[src/logic/dpac_consts.svh]
// constants for the debug port access control block
`ifndef DPAC_CONSTS_SVH
`define DPAC_CONSTS_SVH

// ************************************************************
// timing
// ************************************************************
`define DPAC_CLK_PERIOD_NS 25
`define DPAC_CLK_KHZ 40000
`define DPAC_KEY_WINDOW_NS 8000
`define DPAC_KEY_CYCLES (`DPAC_KEY_WINDOW_NS / `DPAC_CLK_PERIOD_NS)
`define DPAC_KEY_CNT_W 9
`define DPAC_TCK_MAX_KHZ 14000
`define DPAC_TCK_RATIO_NARROW 3
`define DPAC_TCK_RATIO_WIDE 5
`define DPAC_TCK_RATE_CYC ((`DPAC_CLK_KHZ + `DPAC_TCK_MAX_KHZ - 1) / `DPAC_TCK_MAX_KHZ)
`define DPAC_TCK_MIN_CYC \
  ((`DPAC_TCK_RATE_CYC > `DPAC_TCK_RATIO_NARROW) ? `DPAC_TCK_RATE_CYC : `DPAC_TCK_RATIO_NARROW)
`define DPAC_GAP_CNT_W 4

// ************************************************************
// register map
// ************************************************************
`define DPAC_ADDR_W 4
`define DPAC_ADDR_CTRL 4'h0
`define DPAC_ADDR_STATUS 4'h4
`define DPAC_CTRL_DBG_EN 0
`define DPAC_CTRL_REQ_LO 2
`define DPAC_CTRL_REQ_HI 3
`define DPAC_CTRL_SWV_EN 4
`define DPAC_STAT_TCK_FAST 8
`define DPAC_REQ_KEEP 2'h0
`define DPAC_REQ_JTAG 2'h1
`define DPAC_REQ_SWD 2'h2
`define DPAC_REQ_OFF 2'h3

// ************************************************************
// port select codes, pins, tap
// ************************************************************
`define DPAC_DPS_JTAG4 2'h0
`define DPAC_DPS_JTAG5 2'h1
`define DPAC_DPS_SWD 2'h2
`define DPAC_DPS_OFF 2'h3
`define DPAC_PINS_NONE 3'h0
`define DPAC_PINS_JTAG4 3'h4
`define DPAC_PINS_JTAG5 3'h5
`define DPAC_PINS_SWD 3'h2
`define DPAC_PINS_SWV 3'h1
`define DPAC_PINS_SWD_SWV 3'h3
`define DPAC_ACQ_LEN 16
`define DPAC_IR_W 4
`define DPAC_IR_RESET 4'h8
`define DPAC_IR_BYPASS 4'hF

`endif

[src/logic/dpac_pkg.sv]
// types for the debug port access control block
package dpac_pkg;
  typedef enum logic [1:0] {mode_off, mode_jtag, mode_swd} dpac_mode_type;
  typedef enum logic [3:0] {
    tap_tlr, tap_idle, tap_sel_dr, tap_cap_dr, tap_sh_dr, tap_ex1_dr, tap_pau_dr, tap_ex2_dr,
    tap_upd_dr, tap_sel_ir, tap_cap_ir, tap_sh_ir, tap_ex1_ir, tap_pau_ir, tap_ex2_ir, tap_upd_ir
  } dpac_tap_type;
endpackage

[src/logic/dpac_access_ctrl.sv]
// debug, programming and test port access control
`timescale 1ns/100ps
`default_nettype none
`include "dpac_consts.svh"
// What this block does
// - Three external debug paths exist: the scan port, the two-wire debug port and trace output.
// - Both ports reach programming and debug, and only the scan port reaches scan chains.
// - On-chip debug logic leaves reset disabled and only firmware can enable it.
// - Nothing outside firmware can set debug enable; a full erase clears it.
// - An active security lock shuts every programming, debug and test path for good.
// - Pins used are 0 when off, 4 or 5 for scan, 2 for two-wire, 1 for trace, 3 for both.
// - The scan port has four pins plus an optional test reset pin.
// - A fresh device starts with the scan pins on, and configuration can free them to GPIO.
// - A scan register write resets the device unless port select disables the ports.
// - By default the port runs 4-wire scan with mode-select as input only.
// - In two-wire port select the mode-select pin is bidirectional for two-wire acquire.
// - After switching from two-wire to scan the mode-select pin is input only again.
// - The shared pin is the external reset only on the variant without a dedicated one.
// - Two-wire mode opens by port select, firmware request, or the acquire sequence on a pin pair inside the key window.
module dpac_access_ctrl #(
  parameter logic [`DPAC_ACQ_LEN-1:0] ACQ_KEY = 16'h6A93
) (
  input wire logic clk_in,
  input wire logic rst_in,
  input wire logic [`DPAC_ADDR_W-1:0] reg_addr_in,
  input wire logic [31:0] reg_wdata_in,
  input wire logic reg_write_in,
  input wire logic reg_read_in,
  output logic [31:0] reg_rdata_out,
  input wire logic [1:0] nvl_port_select_in,
  input wire logic secure_lock_in,
  input wire logic no_dedicated_reset_in,
  input wire logic full_erase_in,
  input wire logic tck_in,
  input wire logic tms_in,
  output logic tms_out,
  output logic tms_oe_n_out,
  input wire logic tdi_in,
  output logic tdo_out,
  output logic tdo_oe_n_out,
  input wire logic trst_n_in,
  input wire logic usb_dp_in,
  input wire logic usb_dm_in,
  output logic usb_dm_out,
  output logic usb_dm_oe_n_out,
  input wire logic swd_dout_in,
  input wire logic swd_drive_in,
  input wire logic swv_bit_in,
  output logic swd_clk_rise_out,
  output logic swd_din_out,
  output logic debug_enable_out,
  output logic ext_access_out,
  output logic scan_access_out,
  output logic [2:0] gpio_used_out,
  output logic shared_pin_reset_out,
  output logic device_reset_out
);
  localparam logic [`DPAC_KEY_CNT_W-1:0] KEY_CYC = `DPAC_KEY_CNT_W'(`DPAC_KEY_CYCLES);
  localparam logic [`DPAC_GAP_CNT_W-1:0] GAP_MIN = `DPAC_GAP_CNT_W'(`DPAC_TCK_MIN_CYC - 1);
  localparam int I_TCK = 0;
  localparam int I_TMS = 1;
  localparam int I_TDI = 2;
  localparam int I_TRST = 3;
  localparam int I_DP = 4;
  localparam int I_DM = 5;

  // ************************************************************
  // pin sampling and straps
  // ************************************************************
  logic [5:0] pin_lvl;
  logic [5:0] pin_rise;
  logic [5:0] pin_fall;
  logic init_q;
  logic locked_q;
  logic noreset_q;
  logic [1:0] nvl_q;

  dpac_pin_sync #(.WIDTH(6)) u_sync (
    .clk_in(clk_in),
    .rst_in(rst_in),
    .pins_in({usb_dm_in, usb_dp_in, trst_n_in, tdi_in, tms_in, tck_in}),
    .level_out(pin_lvl),
    .rise_out(pin_rise),
    .fall_out(pin_fall)
  );

  // latched settings are caught once after release
  always_ff @(posedge clk_in or posedge rst_in) begin
    if (rst_in) begin
      init_q <= 1'b0;
      locked_q <= 1'b0;
      noreset_q <= 1'b0;
      nvl_q <= `DPAC_DPS_JTAG4;
    end else if (!init_q) begin
      init_q <= 1'b1;
      locked_q <= secure_lock_in;
      noreset_q <= no_dedicated_reset_in;
      nvl_q <= nvl_port_select_in;
    end
  end

  assign shared_pin_reset_out = noreset_q;

  // ************************************************************
  // register bus
  // ************************************************************
  logic debug_en_q;
  logic swv_en_q;
  logic tck_fast_q;
  logic ctrl_wr;
  logic stat_wr;
  logic fw_dbg_set;
  logic [1:0] port_req;
  logic [31:0] rdata_q;
  dpac_pkg::dpac_mode_type mode_q;
  logic swd_usb_q;
  logic win_q;
  logic swv_active;

  assign ctrl_wr = reg_write_in && (reg_addr_in == `DPAC_ADDR_CTRL);
  assign stat_wr = reg_write_in && (reg_addr_in == `DPAC_ADDR_STATUS);
  assign fw_dbg_set = ctrl_wr && reg_wdata_in[`DPAC_CTRL_DBG_EN];
  assign port_req = ctrl_wr ? reg_wdata_in[`DPAC_CTRL_REQ_HI:`DPAC_CTRL_REQ_LO] : `DPAC_REQ_KEEP;

  // only the firmware write sets debug enable; no pin path reaches it
  always_ff @(posedge clk_in or posedge rst_in) begin
    if (rst_in) begin
      debug_en_q <= 1'b0;
      swv_en_q <= 1'b0;
    end else if (full_erase_in) begin
      debug_en_q <= 1'b0;
      swv_en_q <= 1'b0;
    end else if (ctrl_wr) begin
      debug_en_q <= reg_wdata_in[`DPAC_CTRL_DBG_EN];
      swv_en_q <= reg_wdata_in[`DPAC_CTRL_SWV_EN];
    end
  end

  always_ff @(posedge clk_in or posedge rst_in) begin
    if (rst_in) begin
      rdata_q <= 32'h0000_0000;
    end else if (reg_read_in && reg_addr_in == `DPAC_ADDR_CTRL) begin
      rdata_q <= {27'h000_0000, swv_en_q, 3'h0, debug_en_q};
    end else if (reg_read_in && reg_addr_in == `DPAC_ADDR_STATUS) begin
      rdata_q <= {20'h0_0000, win_q, swd_usb_q, noreset_q, tck_fast_q, gpio_used_out,
                  locked_q, swv_active, mode_q, debug_enable_out};
    end else begin
      rdata_q <= 32'h0000_0000;
    end
  end

  assign reg_rdata_out = rdata_q;

  // ************************************************************
  // key window and acquire sequence
  // ************************************************************
  logic [`DPAC_KEY_CNT_W-1:0] win_cnt_q;
  logic [1:0] acq_hit;
  logic [1:0] pair_rise;
  logic [1:0] pair_data;

  assign pair_rise = {pin_rise[I_DP], pin_rise[I_TCK]};
  assign pair_data = {pin_lvl[I_DM], pin_lvl[I_TMS]};

  always_ff @(posedge clk_in or posedge rst_in) begin
    if (rst_in) begin
      win_cnt_q <= '0;
    end else if (win_cnt_q != KEY_CYC) begin
      win_cnt_q <= win_cnt_q + `DPAC_KEY_CNT_W'(1);
    end
  end

  assign win_q = (win_cnt_q != KEY_CYC);

  generate
    for (genvar g = 0; g < 2; g++) begin : g_pair
      logic [`DPAC_ACQ_LEN-1:0] sh_q;
      always_ff @(posedge clk_in or posedge rst_in) begin
        if (rst_in) begin
          sh_q <= '0;
        end else if (acq_hit[g]) begin
          sh_q <= '0;
        end else if (win_q && pair_rise[g]) begin
          sh_q <= {sh_q[`DPAC_ACQ_LEN-2:0], pair_data[g]};
        end
      end
      assign acq_hit[g] = win_q && (sh_q == ACQ_KEY);
    end
  endgenerate

  // ************************************************************
  // port mode
  // ************************************************************
  always_ff @(posedge clk_in or posedge rst_in) begin
    if (rst_in) begin
      mode_q <= dpac_pkg::mode_off;
      swd_usb_q <= 1'b0;
    end else if (!init_q) begin
      if (secure_lock_in || nvl_port_select_in == `DPAC_DPS_OFF) begin
        mode_q <= dpac_pkg::mode_off;
      end else if (nvl_port_select_in == `DPAC_DPS_SWD) begin
        mode_q <= dpac_pkg::mode_swd;
      end else begin
        mode_q <= dpac_pkg::mode_jtag;
      end
    end else if (locked_q) begin
      mode_q <= dpac_pkg::mode_off;
    end else if (acq_hit[1]) begin
      mode_q <= dpac_pkg::mode_swd;
      swd_usb_q <= 1'b1;
    end else if (acq_hit[0]) begin
      mode_q <= dpac_pkg::mode_swd;
      swd_usb_q <= 1'b0;
    end else if (port_req == `DPAC_REQ_JTAG) begin
      mode_q <= dpac_pkg::mode_jtag;
      swd_usb_q <= 1'b0;
    end else if (port_req == `DPAC_REQ_SWD) begin
      mode_q <= dpac_pkg::mode_swd;
    end else if (port_req == `DPAC_REQ_OFF) begin
      mode_q <= dpac_pkg::mode_off;
    end
  end

  assign ext_access_out = (mode_q != dpac_pkg::mode_off);
  assign scan_access_out = (mode_q == dpac_pkg::mode_jtag);
  assign debug_enable_out = debug_en_q && !locked_q;
  assign swv_active = swv_en_q && debug_enable_out && (mode_q != dpac_pkg::mode_jtag);

  always_comb begin
    case (mode_q)
      dpac_pkg::mode_jtag: gpio_used_out = (nvl_q == `DPAC_DPS_JTAG5) ?
                                           `DPAC_PINS_JTAG5 : `DPAC_PINS_JTAG4;
      dpac_pkg::mode_swd: gpio_used_out = swv_active ? `DPAC_PINS_SWD_SWV : `DPAC_PINS_SWD;
      default: gpio_used_out = swv_active ? `DPAC_PINS_SWV : `DPAC_PINS_NONE;
    endcase
  end

  // ************************************************************
  // test access controller
  // ************************************************************
  function automatic dpac_pkg::dpac_tap_type tap_next(input dpac_pkg::dpac_tap_type s,
                                                      input logic m);
    case (s)
      dpac_pkg::tap_tlr: tap_next = m ? dpac_pkg::tap_tlr : dpac_pkg::tap_idle;
      dpac_pkg::tap_idle: tap_next = m ? dpac_pkg::tap_sel_dr : dpac_pkg::tap_idle;
      dpac_pkg::tap_sel_dr: tap_next = m ? dpac_pkg::tap_sel_ir : dpac_pkg::tap_cap_dr;
      dpac_pkg::tap_cap_dr: tap_next = m ? dpac_pkg::tap_ex1_dr : dpac_pkg::tap_sh_dr;
      dpac_pkg::tap_sh_dr: tap_next = m ? dpac_pkg::tap_ex1_dr : dpac_pkg::tap_sh_dr;
      dpac_pkg::tap_ex1_dr: tap_next = m ? dpac_pkg::tap_upd_dr : dpac_pkg::tap_pau_dr;
      dpac_pkg::tap_pau_dr: tap_next = m ? dpac_pkg::tap_ex2_dr : dpac_pkg::tap_pau_dr;
      dpac_pkg::tap_ex2_dr: tap_next = m ? dpac_pkg::tap_upd_dr : dpac_pkg::tap_sh_dr;
      dpac_pkg::tap_sel_ir: tap_next = m ? dpac_pkg::tap_tlr : dpac_pkg::tap_cap_ir;
      dpac_pkg::tap_cap_ir: tap_next = m ? dpac_pkg::tap_ex1_ir : dpac_pkg::tap_sh_ir;
      dpac_pkg::tap_sh_ir: tap_next = m ? dpac_pkg::tap_ex1_ir : dpac_pkg::tap_sh_ir;
      dpac_pkg::tap_ex1_ir: tap_next = m ? dpac_pkg::tap_upd_ir : dpac_pkg::tap_pau_ir;
      dpac_pkg::tap_pau_ir: tap_next = m ? dpac_pkg::tap_ex2_ir : dpac_pkg::tap_pau_ir;
      dpac_pkg::tap_ex2_ir: tap_next = m ? dpac_pkg::tap_upd_ir : dpac_pkg::tap_sh_ir;
      default: tap_next = m ? dpac_pkg::tap_sel_dr : dpac_pkg::tap_idle;
    endcase
  endfunction

  dpac_pkg::dpac_tap_type tap_q;
  logic [`DPAC_IR_W-1:0] ir_sh_q;
  logic [`DPAC_IR_W-1:0] ir_q;
  logic dr_sh_q;
  logic tap_reset;
  logic tck_rise;
  logic dev_rst_q;

  // test reset is honoured only in 5-wire select
  assign tap_reset = (mode_q != dpac_pkg::mode_jtag) ||
                     (nvl_q == `DPAC_DPS_JTAG5 && !pin_lvl[I_TRST]);
  assign tck_rise = pin_rise[I_TCK];

  always_ff @(posedge clk_in or posedge rst_in) begin
    if (rst_in) begin
      tap_q <= dpac_pkg::tap_tlr;
    end else if (tap_reset) begin
      tap_q <= dpac_pkg::tap_tlr;
    end else if (tck_rise) begin
      tap_q <= tap_next(tap_q, pin_lvl[I_TMS]);
    end
  end

  always_ff @(posedge clk_in or posedge rst_in) begin
    if (rst_in) begin
      ir_sh_q <= `DPAC_IR_BYPASS;
      ir_q <= `DPAC_IR_BYPASS;
      dr_sh_q <= 1'b0;
    end else if (tap_q == dpac_pkg::tap_tlr) begin
      ir_q <= `DPAC_IR_BYPASS;
    end else if (tck_rise) begin
      case (tap_q)
        dpac_pkg::tap_cap_ir: ir_sh_q <= `DPAC_IR_W'(1);
        dpac_pkg::tap_sh_ir: ir_sh_q <= {pin_lvl[I_TDI], ir_sh_q[`DPAC_IR_W-1:1]};
        dpac_pkg::tap_upd_ir: ir_q <= ir_sh_q;
        dpac_pkg::tap_cap_dr: dr_sh_q <= 1'b0;
        dpac_pkg::tap_sh_dr: dr_sh_q <= pin_lvl[I_TDI];
        default: dr_sh_q <= dr_sh_q;
      endcase
    end
  end

  // device reset from the scan register, refused when ports are disabled
  always_ff @(posedge clk_in or posedge rst_in) begin
    if (rst_in) begin
      dev_rst_q <= 1'b0;
    end else begin
      dev_rst_q <= tck_rise && tap_q == dpac_pkg::tap_upd_dr && ir_q == `DPAC_IR_RESET &&
                   dr_sh_q && nvl_q != `DPAC_DPS_OFF && !locked_q;
    end
  end

  assign device_reset_out = dev_rst_q;

  // ************************************************************
  // pin drive
  // ************************************************************
  logic tdo_q;
  logic tdo_shift;
  logic tms_q;
  logic dm_q;
  logic swclk_q;
  logic swdin_q;

  assign tdo_shift = (tap_q == dpac_pkg::tap_sh_dr) || (tap_q == dpac_pkg::tap_sh_ir);

  always_ff @(posedge clk_in or posedge rst_in) begin
    if (rst_in) begin
      tdo_q <= 1'b0;
      tms_q <= 1'b0;
      dm_q <= 1'b0;
      swclk_q <= 1'b0;
      swdin_q <= 1'b0;
    end else begin
      if (swv_active) begin
        tdo_q <= swv_bit_in;
      end else if (pin_fall[I_TCK]) begin
        tdo_q <= (tap_q == dpac_pkg::tap_sh_ir) ? ir_sh_q[0] : dr_sh_q;
      end
      tms_q <= swd_dout_in;
      dm_q <= swd_dout_in;
      swclk_q <= (mode_q == dpac_pkg::mode_swd) && pair_rise[swd_usb_q];
      swdin_q <= pair_data[swd_usb_q];
    end
  end

  assign tdo_out = tdo_q;
  assign tdo_oe_n_out = !((scan_access_out && tdo_shift) || swv_active);
  assign tms_out = tms_q;
  assign tms_oe_n_out = !(mode_q == dpac_pkg::mode_swd && !swd_usb_q && swd_drive_in);
  assign usb_dm_out = dm_q;
  assign usb_dm_oe_n_out = !(mode_q == dpac_pkg::mode_swd && swd_usb_q && swd_drive_in);
  assign swd_clk_rise_out = swclk_q;
  assign swd_din_out = swdin_q;

  // ************************************************************
  // test clock rate monitor
  // ************************************************************
  logic [`DPAC_GAP_CNT_W-1:0] gap_q;
  logic seen_q;
  logic fast_evt;

  assign fast_evt = tck_rise && seen_q && scan_access_out && (gap_q < GAP_MIN);

  always_ff @(posedge clk_in or posedge rst_in) begin
    if (rst_in) begin
      gap_q <= '0;
      seen_q <= 1'b0;
      tck_fast_q <= 1'b0;
    end else begin
      if (tck_rise) begin
        gap_q <= '0;
        seen_q <= 1'b1;
      end else if (gap_q != '1) begin
        gap_q <= gap_q + `DPAC_GAP_CNT_W'(1);
      end
      if (fast_evt) begin
        tck_fast_q <= 1'b1;
      end else if (stat_wr && reg_wdata_in[`DPAC_STAT_TCK_FAST]) begin
        tck_fast_q <= 1'b0;
      end
    end
  end
endmodule
`default_nettype wire

[src/logic/dpac_pin_sync.sv]
// two-flop pin synchroniser with edge detection
`timescale 1ns/100ps
`default_nettype none
module dpac_pin_sync #(
  parameter int WIDTH = 1
) (
  input wire logic clk_in,
  input wire logic rst_in,
  input wire logic [WIDTH-1:0] pins_in,
  output logic [WIDTH-1:0] level_out,
  output logic [WIDTH-1:0] rise_out,
  output logic [WIDTH-1:0] fall_out
);
  logic [WIDTH-1:0] meta_q;
  logic [WIDTH-1:0] sync_q;
  logic [WIDTH-1:0] last_q;

  always_ff @(posedge clk_in or posedge rst_in) begin
    if (rst_in) begin
      meta_q <= '0;
      sync_q <= '0;
      last_q <= '0;
    end else begin
      meta_q <= pins_in;
      sync_q <= meta_q;
      last_q <= sync_q;
    end
  end

  assign level_out = sync_q;
  assign rise_out = sync_q & ~last_q;
  assign fall_out = ~sync_q & last_q;
endmodule
`default_nettype wire

[config.mk]
export PLATFORM = sky130hd
export DESIGN_NAME = dpac_access_ctrl
export DESIGN_NICKNAME = d
export VERILOG_FILES = /design/src/logic/dpac_pkg.sv /design/src/logic/dpac_access_ctrl.sv /design/src/logic/dpac_pin_sync.sv
export VERILOG_INCLUDE_DIRS = /design/src /design/src/logic
export SDC_FILE = /design/constraint.sdc
export NUM_CORES = 1
export LEC_CHECK = 0
export ABC_AREA = 1
export ABC_CLOCK_PERIOD_IN_PS = 10200
export BUFFER_PORTS_ARGS = -buffer_cell sky130_fd_sc_hd__buf_2
export CAP_MARGIN = 20
export CORE_MARGIN = 4
export CORE_UTILIZATION = 54
export CTS_CLUSTER_SIZE = 8
export DETAILED_ROUTE_END_ITERATION = 10
export PLACE_DENSITY_LB_ADDON = 0.3
export SYNTH_ARGS = -nofsm -noshare
export SYNTH_HDL_FRONTEND = slang
export SYNTH_SLANG_ARGS = --single-unit
[constraint.sdc]
create_clock -name clk_in -period 10.2 [get_ports clk_in]
set_clock_uncertainty 0.1 [all_clocks]
set_input_delay 2.04 -clock clk_in [delete_from_list [all_inputs] [get_ports clk_in]]
set_output_delay 2.04 -clock clk_in [all_outputs]
set_load 0.1 [all_outputs]
Word level (Yosys, flattened, before mapping)
Index checks and enable logic that the tools add are counted.

word-level totals
  register bits after elaboration = 124
  bits in latches = 0
  bits in writable memories = 0
  ROM bits = 0
  memories kept = 0

operators by class
  add/sub/neg operators = 2
  multiply operators = 0
  div/mod/pow operators = 0
  order comparisons = 2
  eq/ne operators = 31
  shifts and indexed selects = 0
  multiplexer cells = 58
  bitwise operators = 6
  reductions and logical operators = 58

operators with widths
  cell                                                               count
  16-bit 2-to-1 mux                                                  4
  4-bit 2-to-1 mux                                                   11
  4-bit case mux with 11 select lines                                1
  4-bit == test, second input constant                               9
  16-bit by 15-bit == test with 1-bit output, second input constant  2
  1-bit logical AND                                                  27
  2-bit 2-to-1 mux                                                   13
  12-bit 2-to-1 mux                                                  2
  2-bit nonzero test                                                 12
  1-bit 2-to-1 mux                                                   22
  4-bit by 3-bit == test with 1-bit output, second input constant    5
  2-bit == test, second input constant                               5
  9-bit by 1-bit adder with 9-bit output, second input constant      1
  9-bit != test, second input constant                               1
  3-bit AND reduction                                                3
  4-bit by 2-bit == test with 1-bit output, second input constant    2
  4-bit logical NOT                                                  2
  4-bit case mux with 2 select lines                                 1
  7-bit by 1-bit != test with 1-bit output, second input constant    1
  2-bit by 1-bit == test with 1-bit output, second input constant    3
  1-bit logical NOT                                                  6
  3-bit 2-to-1 mux                                                   2
  3-bit case mux with 2 select lines                                 1
  5-bit AND                                                          1
  14 further kinds                                                   20

Depth between registers and ports, before layout
Gate-level depths: netlist of run 1.

  word-level depth = 11
  gate-level depth with buffers = 11

By module
From an unflattened synthesis of run 1, not the netlist that was laid out.

second synthesis, totals
  cell total of the unflattened synthesis = 559
  area, all modules = 4828.4 µm²

by module, submodules not included
  module            times used  cells an instance  area an instance (µm²)  sequential area each (µm²)
  dpac_access_ctrl  1           516                4284.1                  2187.1
  dpac_pin_sync     1           43                 544.3                   450.4

Least setup slack after synthesis of run 1
Ideal clock, no wire load.

  path type = reg2out
  start = register locked_q
  end = output port gpio_used_out[0]
  arrival = 3.004 ns
  setup slack = 5.056 ns
  cell stages (with the launch flop) = 6
  path buffers = 0
  cell sequence = dfrtp_1 > nor2_1 > inv_1 > nor3_1 > o21ai_0 > nand2_1

between the ends
  word-level cells in the longest chain between the ends = 6
  elaborated cells between the ends (all ways) = 7
  classes of those cells = mux (3); reduce/logical (4)

RTL lines
  element                                 RTL line                 RTL
  from (decl)                             dpac_access_ctrl.sv:74   logic locked_q;
  from (signal assigned)                  dpac_access_ctrl.sv:96   locked_q <= secure_lock_in;
  1-bit logical NOT (*)                   dpac_access_ctrl.sv:226  assign debug_enable_out = debug_en_q && !locked_q;
  1-bit logical AND (*)                   dpac_access_ctrl.sv:226
  named net debug_enable_out              dpac_access_ctrl.sv:51   output logic debug_enable_out,
  1-bit logical AND (*) (2 in a row)      dpac_access_ctrl.sv:227  assign swv_active = swv_en_q && debug_enable_out && (mode_q != dpac_pkg::mode_jtag);
  1-bit 2-to-1 mux (no line)              n/a
  3-bit case mux with 2 select lines (*)  dpac_access_ctrl.sv:230  case (mode_q)
  to (decl)                               dpac_access_ctrl.sv:54   output logic [2:0] gpio_used_out,

Mark *: on every way through the listed nets, which the timed path passes. The rest lies on a longest branch.

Final worst setup path of run 1
  start = input port swd_drive_in
  end = output port usb_dm_oe_n_out

between the ends
  word-level cells in the longest chain between the ends = 2

RTL lines
  element            RTL line                 RTL
  from (decl)        dpac_access_ctrl.sv:47   input wire logic swd_drive_in,
  1-bit logical AND  dpac_access_ctrl.sv:353  assign usb_dm_oe_n_out = !(mode_q == dpac_pkg::mode_swd && swd_usb_q && swd_drive_in);
  1-bit logical NOT  dpac_access_ctrl.sv:353
  to (decl)          dpac_access_ctrl.sv:45   output logic usb_dm_oe_n_out,

Every way passes these cells.

==> results of run 1 <==
flip-flops by register name (all words and copies together), names as in the netlist, 2 cells and up:
| name | flops |
|---|---|
| tap_q | 4 |
| gap_q | 4 |
| g_pair.sh_q | 32 |
| u_sync.meta_q | 6 |
| reg_rdata_out | 12 |
| win_cnt_q | 9 |
| ir_q | 4 |
| u_sync.last_q | 2 |
| ir_sh_q | 4 |
| u_sync.level_out | 6 |
| mode_q | 2 |
| nvl_q | 2 |
synthesized netlist by cell type (4+ instances only):
cell | instances | area share
nor3_1 | 11 | 0.012
buf_6 | 4 | 0.0094
inv_1 | 77 | 0.060
nand2_1 | 82 | 0.064
nand4_1 | 6 | 0.0078
a21oi_2 | 5 | 0.0091
nor2_1 | 68 | 0.053
xor2_1 | 7 | 0.013
nand3_1 | 33 | 0.035
o21ai_1 | 8 | 0.0084
a21oi_1 | 30 | 0.031
dfrtp_1 | 93 | 0.49
buf_4 | 23 | 0.036
o21ai_2 | 4 | 0.0073
o21ai_0 | 36 | 0.038
ha_1 | 7 | 0.018
dfstp_2 | 8 | 0.044
o22ai_1 | 4 | 0.0052
worst paths after layout:
kind                                       startpoint                              to  cells past startpoint
max                                      swd_drive_in                 usb_dm_oe_n_out                      3
min                        u_sync.meta_q[1]$_DFF_PP0_   u_sync.level_out[1]$_DFF_PP0_                      0
max reg2reg                  win_cnt_q[0]$_DFFE_PP0P_   g_pair[0].sh_q[5]$_DFFE_PP0P_                      7
min reg2reg                u_sync.meta_q[1]$_DFF_PP0_   u_sync.level_out[1]$_DFF_PP0_                      0
max in group asynchronous                      rst_in             tdo_out$_DFFE_PP0P_                      3
min in group asynchronous                      rst_in  g_pair[0].sh_q[11]$_DFFE_PP0P_                      2
placed cells by master (no fill, tap or decap), types with 2 or more instances in the layout:
cell type,instances
a211oi_1,2
a21oi_1,30
a21oi_2,5
buf_2,54
clkbuf_8,10
clkinv_2,2
clkinvlp_4,2
conb_1,21
dfrtp_1,93
dfstp_2,8
ha_1,7
inv_1,76
nand2_1,82
nand2_8,3
nand3_1,33
nand3b_1,2
nand4_1,6
nor2_1,68
nor2_2,3
nor2_4,3
nor3_1,11
o21ai_0,36
o21ai_1,8
o21ai_2,4
o22ai_1,4
xor2_1,7
critical path, stage by stage:
cell     delay (ns)
buf_2          0.10
nand3_1        0.07
buf_2          0.42
cell families after synthesis:
kind of cell,Yosys count,share of synthesized area
simple gates,219,0.214
flops,101,0.530
xor+xnor,8,0.0146
fa+ha+maj,7,0.0183
compound gates,92,0.107
buf+inv,110,0.114
other cells,2,0.00157
through the flow:
step	instances	util	area (sq um)	total power (uW)
floorplan	558	-	4860	600
global placement	691	0.580	5030	617
detailed placement	691	0.580	5030	624
CTS	706	0.599	5200	847
global route	706	0.599	5200	886
finish	706	0.599	5200	839
layer usage:
| layer | GRT usage | vias up | wire length [um] |
|---|---|---|---|
| met5 | 0 | - | 0 |
| met3 | 0.0410 | 14 | 548 |
| met4 | 0.0706 | 0 | 167 |
| met1 | 0.244 | 1666 | 4140 |
| li1 | - | 1782 | - |
| met2 | 0.295 | 112 | 4260 |
area by class of cell:
type / count / area [sq um] / share of cell area
Sequential cell: 101 / 2540 / 0.488
Multi-Input combinational cell: 347 / 1770 / 0.341
Inverter: 80 / 308 / 0.0592
Timing Repair Buffer: 55 / 278 / 0.0534
Clock buffer: 11 / 141 / 0.0272
Tap cell: 108 / 135 / 0.0260
Clock inverter: 4 / 25.0 / 0.00481
power breakdown:
group          switching, uW  internal, uW  total (uW)  leakage, uW
registers               26.4           439         465      0.00121
clock network            129          93.4         222    0.0000812
logic                    114          37.1         151      0.00134
total                    270           569         839      0.00263
==> impl_metrics.ini, run 1 <==
[cells_and_area]
nFillCells = 732
antenna_cells = 0
num-nets-final = 655
area_growth_pct = 8.60
drive_gt1_frac = 0.176

[global_route]
grtUsageTotal = 0.184
grt_pass1_vias = 3388
grt_max_degree = 70
gr-total-overflow = 0
grt_pass1_wl_um = 15300
antenna_found_initial = 0

[cts]
hold_buffers = 0
cts_setup_buffers = 0
h-tree-depth = 3
clk_latency_ns = 0.36
cts_tree = built
cts_buffer_depth = 2
cts_sinks = 101
cts_resized = 0
cts_buffers = 9
cts_root_buffer = clkbuf_8
path_clk_slew_ns = 0.08

[synth]
synthArstFlopShare = 1.00
ys_ff_latch = 101
yosysWarnings = 0
syn_area_per_cell_sq_um = 8.88
synthFlopType = dfrtp_1
synthesis.area_sq_um = 4790
synth_cells = 539
synth.distinct_cells = 42
synth-seq-area-share = 0.530
synth_edf_count = 0

[floorplanning]
die_area_sq_um = 10400
coreArea_sq_um = 8680
start_util = 0.551
num_rows = 34
dieWidth_um = 102
ios = 102
die_h_um = 102

[critical_path]
required_ns = 8.06
cp-end-kind = output port
cp_data_arrival_time_ns = 2.64
setup.worst_path.class = input port to output port
r2r_setup_slack_ns = 7.47
crit_fanout = 2
worstSetupStartpointType = input port

[hold_path]
hold_class = register to register

[detailed_routing]
vias = 3574
drcViolationCount = 0
drt.antenna.violating_nets = 0
wl_per_cell_um = 12.9
dr.pass1.iters = 5
via_per_inst = 5.06
drt-total-wl_um = 9120
initialDrtViolationCount = 97

[sta]
setup_slack_ns = 5.42
timing.final.crit_share = 0.468
max_freq_mhz = 209
relSlewSlack = 0.397
post-route-min-period_ns = 4.78
drv_slew = 0
rsz0062_at_grt = no
setup_tns_ns = 0
setup_viol = 0
finalHoldViolCount = 0
tightest_slew_ns = 0.902
holdWs_ns = 0.256

[placed_design]
routabilityCongestion = 0.936
preCtsSetupSlack_ns = 5.41
dpl.hpwl_um = 6620
portBuffers = 54

[pwr]
powerDensity_nw_per_um2 = 161
vdd_ir_drop_max_mv = 0.0930
p_leak_uw = 0.00263

[run_status]
outcome = completed

[job]
drv_cap = 0
No activity file was read; power rests on OpenSTA's default activity.
==> run 2: changes to the inputs <==
--- a/config.mk
+++ b/config.mk
@@ -6,12 +6,12 @@
 export SDC_FILE = /design/constraint.sdc
 export NUM_CORES = 1
 export LEC_CHECK = 0
-export ABC_AREA = 1
-export ABC_CLOCK_PERIOD_IN_PS = 10200
+export ABC_AREA = 0
+export ABC_CLOCK_PERIOD_IN_PS = 4330
 export BUFFER_PORTS_ARGS = -buffer_cell sky130_fd_sc_hd__buf_2
 export CAP_MARGIN = 20
 export CORE_MARGIN = 4
-export CORE_UTILIZATION = 54
+export CORE_UTILIZATION = 49
 export CTS_CLUSTER_SIZE = 8
 export DETAILED_ROUTE_END_ITERATION = 10
 export PLACE_DENSITY_LB_ADDON = 0.3
==> constraint.sdc (replaced) <==
create_clock -name clk_in -period 4.33 [get_ports clk_in]
set_clock_uncertainty 0.1 [all_clocks]
set_input_delay 0.866 -clock clk_in [delete_from_list [all_inputs] [get_ports clk_in]]
set_output_delay 0.866 -clock clk_in [all_outputs]
set_load 0.1 [all_outputs]
==> run 2 against run 1 <==
Non-clock buffer count up 4. Sequential cell count unchanged. Synthesized area is 4.3% lower. Critical path depth rose by 3. Worst setup slack worse by 4.3 ns. Die area increased by 5.0%. Wire length fell by 3.8%. Clock power increased to 2.7 times the previous value. Via count down 12%. First-iteration DRC count increased by 99%. Total power rose by 150%. Critical path type is now register to output port. Largest cell class unchanged. Highest routed layer unchanged.
==> impl_metrics.ini, run 2 <==
[critical_path]
cp-end-kind = output port
worstSetupStartpointType = register
crit_fanout = 8
cp_data_arrival_time_ns = 2.22
cp-startpoint = mode_q[1]$_DFFE_PP0P_
setup.worst_path.class = register to output port
required_ns = 3.36
cp_slowest_cell = buf_2
max_stage_delay_ns = 0.46
r2r-start = win_cnt_q[0]$_DFFE_PP0P_
path_cells = inv_1, ha_1, and4bb_2, o21ai_0, o21ai_1, buf_2

[cells_and_area]
antenna_cells = 0
nFillCells = 773
regMostFlops = g_pair.sh_q
area_growth_pct = 10.0
layout_commonest_cell = dfrtp_1
drive_gt1_frac = 0.200
num-nets-final = 535
finalNonFillerCells = 590
largest_reg_flops = 32
final_cell_mix = dfrtp_1 (93), buf_2 (54), nand2_1 (40), nor2_1 (26)

[hold_path]
hold_class = register to register
hp-start = u_sync.meta_q[4]$_DFF_PP0_

[job]
drv_cap = 0

[synth]
synth_area_leaders = dfrtp_1 (51%), dfstp_2 (4.6%), buf_4 (4.3%), mux2i_1 (3.9%), nand2_1 (3.3%)
yosysTopAreaCell = dfrtp_1
synth_most_common_cell = dfrtp_1
netlist.area_leader.share = 0.508
synthTopCellsByCount = dfrtp_1 (93), nand2_1 (40), buf_4 (26), nor2_1 (26), o21ai_0 (25)
synthArstFlopShare = 1.00
synthesis.area_sq_um = 4580
ys_ff_latch = 101
syn_area_per_cell_sq_um = 10.8
synth_edf_count = 0
synth-seq-area-share = 0.554
synth.distinct_cells = 56
synth_cells = 425
synthFlopType = dfrtp_1
yosysWarnings = 0

[sta]
relSlewSlack = 0.452
holdWs_ns = 0.255
setup_viol = 0
timing.final.crit_share = 0.736
post-route-min-period_ns = 3.19
drv_slew = 0
rsz0062_at_grt = no
tightest_slew_ns = 0.822
max_freq_mhz = 314
finalHoldViolCount = 0
setup_tns_ns = 0

[detailed_routing]
drt-total-wl_um = 8770
vias = 3154
drt.antenna.violating_nets = 0
wl_per_cell_um = 14.9
dr.pass1.iters = 4
initialDrtViolationCount = 193
via_per_inst = 5.35
drcViolationCount = 0

[placed_design]
dpl.hpwl_um = 6160
routabilityCongestion = 0.833
dp_cells = 574
portBuffers = 54

[cts]
h-tree-depth = 3
clk_latency_ns = 0.36
cts_setup_buffers = 0
hold_buffers = 0
cts_buffer_depth = 2
cts_resized = 0
path_clk_slew_ns = 0.09
cts_tree = built
cts_buffers = 9
cts_root_buffer = clkbuf_8
cts_sinks = 101

[global_route]
grt_pass1_vias = 3074
grt_pass1_wl_um = 15000
antenna_found_initial = 0
gr-total-overflow = 0
grtUsageTotal = 0.169
grt_max_degree = 71

[floorplanning]
ios = 102
num_rows = 35
die_h_um = 105
die_area_sq_um = 11000
dieWidth_um = 105
coreArea_sq_um = 9150
start_util = 0.500

[pwr]
powerDensity_nw_per_um2 = 416
p_leak_uw = 0.00230
vdd_ir_drop_max_mv = 0.244

[run_status]
outcome = completed
==> run 2: kinds of logic (layout without fill, tap and decap cells) <==
family          after synthesis  after routing  share of synthesized area
mux                          26             26                     0.0590
compound gates               82             82                      0.110
other cells                   2             21                    0.00164
simple gates                141            141                      0.168
buf+inv                      56             91                     0.0689
fa+ha+maj                     7              7                     0.0191
xor+xnor                     10             10                     0.0191
flops                       101            101                      0.554
==> run 2: power breakdown <==
group / switching (uW) / internal [uW] / total [uW] / leakage (uW)
combinational: 242 / 110 / 353 / 0.000932
sequential: 92.7 / 1060 / 1150 / 0.00128
clock: 307 / 284 / 591 / 0.0000899
==> run 2: metal layers <==
metal | vias up | wire, um | GRT usage
met5 | - | 0 | 0
met4 | 0 | 72 | 0.0459
met3 | 8 | 363 | 0.0488
met2 | 69 | 4360 | 0.266
met1 | 1553 | 3980 | 0.229
li1 | 1524 | - | -
==> run 2: layout make-up <==
| cell class | count | area [sq um] | share of cell area |
|---|---|---|---|
| sequential | 101 | 2540 | 0.504 |
| clock inverter | 3 | 45.0 | 0.00894 |
| inverter | 16 | 62.6 | 0.0124 |
| timing repair buffer | 59 | 308 | 0.0611 |
| multi-input combinational | 287 | 1800 | 0.357 |
| tap | 111 | 139 | 0.0276 |
| clock buffer | 13 | 149 | 0.0296 |
==> run 2: worst paths after layout <==
kind / slack [ns] / cells after the start / end
min: 0.26 / 0 / u_sync.level_out[4]$_DFF_PP0_
min reg2reg: 0.26 / 0 / u_sync.level_out[4]$_DFF_PP0_
max in group asynchronous: 2.75 / 3 / ir_q[3]$_DFFE_PP1P_
max reg2reg: 1.98 / 7 / g_pair[0].sh_q[11]$_DFFE_PP0P_
min in group asynchronous: 0.58 / 2 / g_pair[1].sh_q[13]$_DFFE_PP0P_
max: 1.14 / 6 / gpio_used_out[0]
==> run 2: worst max-delay path: cells and delay by family (launching register included) <==
kind | cells | cell delay, ns
adders and majority gates | 1 | 0.29
and+or+nand+nor | 1 | 0.39
AOI/OAI and AO/OA | 2 | 0.21
DFF | 1 | 0.41
buffers and inverters | 2 | 0.56
==> run 2: per-stage QoR <==
| stage | total power, uW | worst slack, ns | area, sq um | utilization |
|---|---|---|---|---|
| 3_3_place_gp | 1500 | 1.58 | 4840 | 0.529 |
| 3_5_place_dp | 1520 | 1.53 | 4840 | 0.529 |
| 5_1_grt | 2210 | 1.01 | 5040 | 0.550 |
| 2_1_floorplan | 1460 | 0.192 | 4650 | - |
| 4_1_cts | 2120 | 1.13 | 5040 | 0.550 |
| 6_report | 2100 | 1.14 | 5040 | 0.550 |
